==> src/design/usb_gen_defines.svh <==
`ifndef USB_GEN_DEFINES_SVH
`define USB_GEN_DEFINES_SVH
// command codes on the low data byte
`define CMD_UNLOCK 8'hb0
`define CMD_SCRATCH_WR 8'hb2
`define CMD_SCRATCH_RD 8'hb3
`define CMD_FRAME_RD 8'hb4
`define CMD_PART_ID_RD 8'hb5
`define CMD_EVENTS_RD 8'hc0
// unlock key and field layouts
`define UNLOCK_KEY 16'haa37
`define SCRATCH_MSB 12
`define FRAME_MSB 10
`define SCRATCH_RESET 13'h0000
`define FRAME_RESET 11'h000
`define EVENTS_RESET 24'h000000
// event bit positions
`define EV_BUS_RESET 0
`define EV_RESUME 1
`define EV_SLEEP_ENTRY 2
`define EV_XFER_DONE 3
`define EV_FRAME 4
`define EV_PSEUDO_FRAME 5
`define EV_SHORT_PKT 6
`define EV_BUS_SLEEP 7
`define EV_ENDPOINT_LSB 8
`define EV_ENDPOINT_MSB 23
`define MISSED_FRAMES_LIMIT 2'd3
// timing: pseudo frame period
`define PSEUDO_FRAME_NS 1000000
`define CLK_PERIOD_NS 25
`define PSEUDO_FRAME_CYCLES (`PSEUDO_FRAME_NS / `CLK_PERIOD_NS)
// host wishbone register byte offsets
`define HOST_CTRL_ADDR 8'h00
`define HOST_WDATA_ADDR 8'h04
`define HOST_RDATA0_ADDR 8'h08
`define HOST_RDATA1_ADDR 8'h0c
`define HOST_STATUS_ADDR 8'h10
`endif

==> src/design/usb_gen_pkg.sv <==
package usb_gen_pkg;
  typedef logic [15:0] word_t;
  typedef logic [7:0] opcode_t;
  typedef enum logic [2:0]
  {
    HS_IDLE = 3'b000,
    HS_CMD = 3'b001,
    HS_DATA = 3'b010,
    HS_WAIT = 3'b011,
    HS_GAP = 3'b100
  } host_state_e;
endpackage

==> src/design/usb_gen_if.sv <==
`timescale 1ns/1ps
// shared parallel command/data bus between processor and device
interface usb_gen_if;
  logic a0;
  logic wr_stb;
  logic rd_stb;
  logic [15:0] dat_w;
  logic [15:0] dat_r;
  logic rd_vld;
  modport dev (input a0, input wr_stb, input rd_stb, input dat_w, output dat_r, output rd_vld);
  modport host (output a0, output wr_stb, output rd_stb, output dat_w, input dat_r, input rd_vld);
endinterface

==> src/design/usb_gen_device.sv <==
`timescale 1ns/1ps
`include "usb_gen_defines.svh"
// How it works
// - key write lifts write protection
// - sleep entry blocks writes until the key; reads need unlock
// - processor sends unlock code, one word
// - scratch written and read, one word each
// - scratch holds 13 bits, resets zero
// - frame read returns last good frame
// - frame number sits in bits 10:0
// - frame undefined after bus reset
// - identity word: part code, version
// - version byte is BCD
// - firmware checks identity before use
// - event register read as two words
// - endpoint flags in bits 23 to 8
// - enable register gates event sources
// - bit 7 shows live sleep state
// - bit 6 on short packet transfer end
// - bit 5 on each pseudo frame tick
// - three missed frames enter sleep
// - bit 4 on frame detected
// - bit 3 on transfer counter zero
// - bit 2 on awake to sleep change
// - bit 1 on resume detected while asleep
// - bit 0 on bus reset detected
module usb_gen_device
  import usb_gen_pkg::*;
#(
  parameter int unsigned PSEUDO_CYCLES = `PSEUDO_FRAME_CYCLES,
  parameter logic [7:0] PART_CODE = 8'h5a, // arbitrary value
  parameter logic [7:0] SILICON_VERSION = 8'h10 // arbitrary value, BCD
)
(
  input wire logic clk_i,
  input wire logic rst_i,
  usb_gen_if.dev bus,
  input wire logic frame_valid_i,
  input wire logic [10:0] frame_number_i,
  input wire logic bus_reset_i,
  input wire logic resume_i,
  input wire logic xfer_done_i,
  input wire logic short_packet_i,
  input wire logic [15:0] endpoint_event_i,
  input wire logic [23:0] event_enable_i,
  output logic bus_sleep_state_o,
  output logic write_locked_o
);
  opcode_t cmd_q;
  logic word_idx_q;
  logic locked_q;
  logic sleep_q;
  logic [`SCRATCH_MSB:0] scratch_q;
  logic [`FRAME_MSB:0] frame_q;
  word_t dat_r_q;
  logic rd_vld_q;
  logic [23:0] snap_q;
  logic [31:0] pseudo_cnt_q;
  logic pseudo_tick;
  logic [1:0] missed_q;
  logic frame_seen_q;
  logic sleep_enter;
  logic data_wr;
  logic data_rd;
  logic [23:0] ev_set;
  logic [23:0] ev_clr;
  logic [23:0] ev_flags;
  logic [31:0] events;

  // data phases on a0 low, command phase on a0 high
  assign data_wr = bus.wr_stb && !bus.a0;
  assign data_rd = bus.rd_stb && !bus.a0;

  // latch the command code from the low byte; high byte ignored
  always_ff @(posedge clk_i)
  begin
    if (rst_i)
      cmd_q <= 8'h00;
    else if (bus.wr_stb && bus.a0)
      cmd_q <= bus.dat_w[7:0];
  end

  // word counter for two-word reads, restarted by each command
  always_ff @(posedge clk_i)
  begin
    if (rst_i)
      word_idx_q <= 1'b0;
    else if (bus.wr_stb && bus.a0)
      word_idx_q <= 1'b0;
    else if (data_rd && cmd_q == `CMD_EVENTS_RD)
      word_idx_q <= !word_idx_q;
  end

  // pseudo frame timer runs while awake
  assign pseudo_tick = !sleep_q && pseudo_cnt_q == 32'(PSEUDO_CYCLES - 1);
  always_ff @(posedge clk_i)
  begin
    if (rst_i || sleep_q || pseudo_tick)
      pseudo_cnt_q <= 32'h00000000;
    else
      pseudo_cnt_q <= pseudo_cnt_q + 32'h00000001;
  end

  // remember whether a frame arrived within the current period
  always_ff @(posedge clk_i)
  begin
    if (rst_i || pseudo_tick)
      frame_seen_q <= 1'b0;
    else if (frame_valid_i)
      frame_seen_q <= 1'b1;
  end

  // count consecutive missed frames
  always_ff @(posedge clk_i)
  begin
    if (rst_i || frame_valid_i || sleep_q)
      missed_q <= 2'd0;
    else if (pseudo_tick)
      missed_q <= frame_seen_q ? 2'd0 : missed_q + 2'd1;
  end
  assign sleep_enter = pseudo_tick && !frame_seen_q
    && missed_q == `MISSED_FRAMES_LIMIT - 2'd1;

  // bus sleep state: entered on missed frames, left on resume or reset
  always_ff @(posedge clk_i)
  begin
    if (rst_i)
      sleep_q <= 1'b0;
    else if (resume_i || bus_reset_i)
      sleep_q <= 1'b0;
    else if (sleep_enter)
      sleep_q <= 1'b1;
  end

  // write protection armed on sleep, lifted by the exact key
  always_ff @(posedge clk_i)
  begin
    if (rst_i)
      locked_q <= 1'b0;
    else if (data_wr && cmd_q == `CMD_UNLOCK && bus.dat_w == `UNLOCK_KEY)
      locked_q <= 1'b0;
    else if (sleep_enter)
      locked_q <= 1'b1;
  end

  // scratch word: stored only when unlocked, reserved bits dropped
  always_ff @(posedge clk_i)
  begin
    if (rst_i)
      scratch_q <= `SCRATCH_RESET;
    else if (data_wr && cmd_q == `CMD_SCRATCH_WR && !locked_q)
      scratch_q <= bus.dat_w[`SCRATCH_MSB:0];
  end

  // last good frame number; value after bus reset is not guaranteed
  always_ff @(posedge clk_i)
  begin
    if (rst_i)
      frame_q <= `FRAME_RESET;
    else if (frame_valid_i)
      frame_q <= frame_number_i;
  end

  // event sources, each gated by its enable bit
  always_comb
  begin
    ev_set = 24'h000000;
    ev_set[`EV_BUS_RESET] = bus_reset_i;
    ev_set[`EV_RESUME] = resume_i && sleep_q;
    ev_set[`EV_SLEEP_ENTRY] = sleep_enter;
    ev_set[`EV_XFER_DONE] = xfer_done_i;
    ev_set[`EV_FRAME] = frame_valid_i;
    ev_set[`EV_PSEUDO_FRAME] = pseudo_tick;
    ev_set[`EV_SHORT_PKT] = xfer_done_i && short_packet_i;
    ev_set[`EV_ENDPOINT_MSB:`EV_ENDPOINT_LSB] = endpoint_event_i;
    ev_set = ev_set & event_enable_i;
  end

  // flags read in the first word are cleared after the second word
  assign ev_clr = (data_rd && cmd_q == `CMD_EVENTS_RD && word_idx_q) ? snap_q : 24'h000000;

  // sticky event flags, except bit 7 which follows the live sleep state
  genvar i;
  generate
    for (i = 0; i < 24; i++)
    begin : g_flag
      if (i == `EV_BUS_SLEEP)
      begin : g_live
        assign ev_flags[i] = sleep_q;
      end
      else
      begin : g_sticky
        usb_gen_flag u_flag
        (
          .clk_i(clk_i),
          .rst_i(rst_i),
          .set_i(ev_set[i]),
          .clr_i(ev_clr[i]),
          .flag_o(ev_flags[i])
        );
      end
    end
  endgenerate
  assign events = {8'h00, ev_flags};

  // snapshot of flags taken at the first word
  always_ff @(posedge clk_i)
  begin
    if (rst_i)
      snap_q <= `EVENTS_RESET;
    else if (data_rd && cmd_q == `CMD_EVENTS_RD && !word_idx_q)
      snap_q <= ev_flags & ~(24'h1 << `EV_BUS_SLEEP);
  end

  // read data, answered one cycle after the strobe
  always_ff @(posedge clk_i)
  begin
    if (rst_i)
    begin
      dat_r_q <= 16'h0000;
      rd_vld_q <= 1'b0;
    end
    else
    begin
      rd_vld_q <= data_rd;
      if (data_rd)
      begin
        if (locked_q)
          dat_r_q <= 16'h0000;
        else
        begin
          case (cmd_q)
            `CMD_SCRATCH_RD: dat_r_q <= {3'b000, scratch_q};
            `CMD_FRAME_RD: dat_r_q <= {5'b00000, frame_q};
            `CMD_PART_ID_RD: dat_r_q <= {PART_CODE, SILICON_VERSION};
            `CMD_EVENTS_RD: dat_r_q <= word_idx_q ? events[31:16] : events[15:0];
            default: dat_r_q <= 16'h0000;
          endcase
        end
      end
    end
  end

  assign bus.dat_r = dat_r_q;
  assign bus.rd_vld = rd_vld_q;
  assign bus_sleep_state_o = sleep_q;
  assign write_locked_o = locked_q;
endmodule

==> src/design/usb_gen_flag.sv <==
`timescale 1ns/1ps
// sticky event flag: a set in the clearing cycle wins
module usb_gen_flag
(
  input wire logic clk_i,
  input wire logic rst_i,
  input wire logic set_i,
  input wire logic clr_i,
  output logic flag_o
);
  logic flag_q;
  // set has priority over clear
  always_ff @(posedge clk_i)
  begin
    if (rst_i)
      flag_q <= 1'b0;
    else if (set_i)
      flag_q <= 1'b1;
    else if (clr_i)
      flag_q <= 1'b0;
  end
  assign flag_o = flag_q;
endmodule

==> src/flat_wrapper.sv <==
// flat-port wrapper written by rule: the top's interface ports become plain ports
module usb_gen_device_flat import usb_gen_pkg::*;
#(
  parameter int unsigned PSEUDO_CYCLES = `PSEUDO_FRAME_CYCLES,
  parameter logic [7:0] PART_CODE = 8'h5a,                   
  parameter logic [7:0] SILICON_VERSION = 8'h10                        
)
  (clk_i, rst_i, frame_valid_i, frame_number_i, bus_reset_i, resume_i, xfer_done_i, short_packet_i, endpoint_event_i, event_enable_i, bus_sleep_state_o, write_locked_o, bus_a0, bus_wr_stb, bus_rd_stb, bus_dat_w, bus_dat_r, bus_rd_vld);
  usb_gen_if bus_i ();
  input wire logic clk_i;
  input wire logic rst_i;
  input wire logic frame_valid_i;
  input wire logic [10:0] frame_number_i;
  input wire logic bus_reset_i;
  input wire logic resume_i;
  input wire logic xfer_done_i;
  input wire logic short_packet_i;
  input wire logic [15:0] endpoint_event_i;
  input wire logic [23:0] event_enable_i;
  output logic bus_sleep_state_o;
  output logic write_locked_o;
  input wire logic [$bits(bus_i.a0)-1:0] bus_a0;
  input wire logic [$bits(bus_i.wr_stb)-1:0] bus_wr_stb;
  input wire logic [$bits(bus_i.rd_stb)-1:0] bus_rd_stb;
  input wire logic [$bits(bus_i.dat_w)-1:0] bus_dat_w;
  output wire logic [$bits(bus_i.dat_r)-1:0] bus_dat_r;
  output wire logic [$bits(bus_i.rd_vld)-1:0] bus_rd_vld;
  assign bus_i.a0 = bus_a0;
  assign bus_i.wr_stb = bus_wr_stb;
  assign bus_i.rd_stb = bus_rd_stb;
  assign bus_i.dat_w = bus_dat_w;
  assign bus_dat_r = bus_i.dat_r;
  assign bus_rd_vld = bus_i.rd_vld;
  usb_gen_device #(.PSEUDO_CYCLES(PSEUDO_CYCLES), .PART_CODE(PART_CODE), .SILICON_VERSION(SILICON_VERSION)) u_core (.clk_i(clk_i), .rst_i(rst_i), .bus(bus_i), .frame_valid_i(frame_valid_i), .frame_number_i(frame_number_i), .bus_reset_i(bus_reset_i), .resume_i(resume_i), .xfer_done_i(xfer_done_i), .short_packet_i(short_packet_i), .endpoint_event_i(endpoint_event_i), .event_enable_i(event_enable_i), .bus_sleep_state_o(bus_sleep_state_o), .write_locked_o(write_locked_o));
endmodule
==> config.mk <==
export PLATFORM = sky130hd
export DESIGN_NAME = usb_gen_device_flat
export DESIGN_NICKNAME = d
export VERILOG_FILES = /design/src/design/usb_gen_pkg.sv /design/src/design/usb_gen_if.sv /design/src/design/usb_gen_device.sv /design/src/design/usb_gen_flag.sv /design/src/flat_wrapper.sv
export VERILOG_INCLUDE_DIRS = /design/src /design/src/design
export SDC_FILE = /design/constraint.sdc
export NUM_CORES = 1
export LEC_CHECK = 0
export BUFFER_PORTS_ARGS = -buffer_cell sky130_fd_sc_hd__buf_2
export CAP_MARGIN = 15
export CORE_ASPECT_RATIO = 0.8
export CORE_MARGIN = 1
export CORE_UTILIZATION = 45
export CTS_BUF_LIST = sky130_fd_sc_hd__clkbuf_4 sky130_fd_sc_hd__clkbuf_8
export DETAILED_ROUTE_END_ITERATION = 12
export PLACE_DENSITY = 0.66
export SLEW_MARGIN = 15
export SYNTH_ARGS = -nofsm -noshare
export SYNTH_HDL_FRONTEND = slang
export SYNTH_SLANG_ARGS = --single-unit
==> constraint.sdc <==
create_clock -name clk_i -period 5.9 [get_ports clk_i]
set_input_delay 0.59 -clock clk_i [delete_from_list [all_inputs] [get_ports clk_i]]
set_output_delay 0.59 -clock clk_i [all_outputs]
set_load 0.1 [all_outputs]
==> flow_summary.ini <==
[die]
die_height_um = 103.1
ios = 96
initial_core_util_pct = 46.78
die-area_um2 = 13240
die-width_um = 128.4
core_area_um2 = 12300
num_rows = 36

[worst_setup_path]
worst_ep_required_time_ps = 6170
max_stage_delay_ps = 860
end_kind = flip-flop
worst-endpoint-arrival_ps = 2960
path_cells = ha_1, nand2_1, or3_4, nor3_4, or3_1, nor2_1
worstSetupPathType = flip-flop to flip-flop
path_max_fanout = 32
crit_path_top_delay_cell = or3_1
cp-start-kind = flip-flop

[drt]
viasPerCell = 5.471
drcViolationCount = 0
drt_wl_total_mm = 14.95
dr.pass1.iters = 5
drtIter0Drc = 425
ant_nets = 0
num_vias = 5039
wl_per_cell_um = 16.23

[clock_network]
cts_hold_buf = 0
cts-root-buf = clkbuf_8
cts_buffers = 17
cts_max_level = 4
post_cts.repair.setup_buffers = 0
clock-sinks = 133
ctsResizeCount = 0
clk_pin_slew_ps = 80
clock_latency_ps = 440
clock_path_buffers = 2
cts_tree = yes

[pwr]
total_leakage_power_uw = 0.002468
power_density_nw_per_um2 = 275.6
peakVddDrop_mv = 0.1619

[place]
dp.cells = 889
place_hpwl_mm = 10.36
place_congestion = 0.8460
port_buffers = 94
place_ws_ps = 3238

[layout]
layout.nets = 816
diodes = 0
final_util_pct = 54.51
mostFrequentLayoutCells = nand2_1 (134), dfxtp_1 (133), buf_2 (93), nor2_1 (85), a21oi_1 (28)
drive_above_1_share_pct = 23.07
final_common_cell = nand2_1
syn_to_final_growth_pct = 16.51
fin_cells = 921

[sta]
skew_ps = 15.18
finalCritPeriodShare_pct = 45.58
fin_hold_ws_ps = 384.6
min_period_ps = 2689
finalWorstSetupSlack_ps = 3211
slew_headroom_pct = 22.74
hold_viol = 0
finalSetupTns_ps = 0
clock.fmax_mhz = 371.9
setup_viol = 0
rsz0062_at_grt = false
worst_slew_pin_slew_ps = 1159
maxSlewViolCount = 0

[synth]
synth_fa_ha_area_share_pct = 0.4350
synth_cells = 655
synth-simple-area-share_pct = 27.25
synthXorXnorAreaFrac_pct = 4.719
synth_top_cell_area_share_pct = 46.28
synth-seq-cells = 133
syn_area_per_cell_um2 = 8.783
synth_edf_count = 0
async_flop_share_pct = 0
synth.area.top_cells = dfxtp_1 (46%), nand2_1 (8.7%), nor2_1 (5.5%), xor2_1 (3.2%), a22oi_1 (3.1%)
seq_area_frac_synth_pct = 46.28
syn-num-nets = 734
yosys.area.top_type = dfxtp_1
ys_types = 54
netlist_area_um2 = 5753
synth-compound-area-share_pct = 13.64
synthMuxAreaShare_pct = 3.806
synth_top_family_by_area = simple AND/OR/NAND/NOR gates
ys.warnings.count = 0
ys.flop_type = dfxtp_1

[global_route]
grt_pass1_vias = 4760
grt_first_pass_wirelength_mm = 24.16
grt_max_degree = 101
grt_usage_pct = 23.90
grt-ovfl-total = 0
antenna_found_initial = 2

[run]
max_cap_violations = 0

[worst_hold_path]
hp-class = input port to flip-flop

[outcome]
status = completed
## worst max-delay path: cells and delay by family, from the launching register on
kind                       cells  cell delay (ps)
and+or+nand+nor                5             1930
DFF                            1              370
adders and majority gates      1              220
## layer usage
metal	wire length [µm]	vias up	part of all wire [%]	global-route usage (%)
li1	-	2451	-	-
met1	7173	2397	48	33.62
met2	6652	172	45	35.88
met3	941	17	6.3	5.708
met4	170	2	1.1	7.964
met5	8	-	0.054	0
## Yosys cell counts, types with 2 or more instances
library cell	count
nor2_1	85
nand2_1	134
a221oi_1	3
o21ai_0	2
buf_2	7
xnor2_1	10
buf_6	7
a2bb2oi_1	8
nor3_2	2
a21oi_2	20
or3_1	2
or3_4	2
nor4bb_1	2
nand3_1	27
nor3_1	15
buf_1	6
clkbuf_1	15
nor4_4	3
or2_1	2
and3_1	5
nand4_1	10
and4_1	2
nor4_1	9
inv_1	5
a211oi_1	3
mux2_2	7
ha_1	2
a21oi_1	28
a222oi_1	9
nand3b_1	2
xor2_1	21
and4b_1	3
mux2i_1	14
a22oi_1	24
a32oi_1	2
nor2b_1	3
nand2b_1	3
o31ai_1	2
nor3_4	2
dfxtp_1	133
## flip-flops by register name, indices dropped and copies added, names as in the netlist
register,cells
u_core.frame_q,11
u_core.bus_sleep_state_o,1
u_core.word_idx_q,1
u_core.missed_q,2
u_core.g_flag.g_sticky.u_flag.flag_o,23
u_core.write_locked_o,1
u_core.frame_seen_q,1
u_core.snap_q,23
u_core.cmd_q,8
u_core.bus.dat_r,16
u_core.pseudo_cnt_q,32
u_core.bus.rd_vld,1
u_core.scratch_q,13
## power by group
| group | internal (µW) | total [µW] | switching, µW |
|---|---|---|---|
| logic | 41.4 | 98.5 | 57.1 |
| clock network | 451 | 815 | 364 |
| registers | 916 | 934 | 18.0 |
## kinds of logic after synthesis
logic type / count (synthesis)
simple gates: 321
flops: 133
compound gates: 105
buf+inv: 42
xor+xnor: 31
mux: 21
fa+ha+maj: 2
## through the flow
stage               total power (µW)  instance area (µm²)
floorplan                       1009                 5753
global placement                1049                 6277
detailed placement              1053                 6277
CTS                             1861                 6703
global route                    1914                 6703
finish                          1847                 6703
## layout make-up
cell class	count	area, µm²
clock buffer	21	276.5
clock inverter	11	148.9
fill	1142	5594
multi-input combinational	480	2868
inverter	6	22.52
tap	171	214.0
sequential	133	2663
timing repair buffer	99	510.5
## final timing paths
path | startpoint | endpoint | slack (ps) | depth (start not counted)
setup / recovery | u_core.pseudo_cnt_q[0] | u_core.pseudo_cnt_q[24] | 3210 | 6
hold / removal | frame_number_i[6] | u_core.frame_q[6] | 380 | 3
setup reg to reg | u_core.pseudo_cnt_q[0] | u_core.pseudo_cnt_q[24] | 3210 | 6
hold reg to reg | u_core.bus.dat_r[14] | u_core.bus.dat_r[14] | 460 | 2
(Power assumes the default switching activity.)
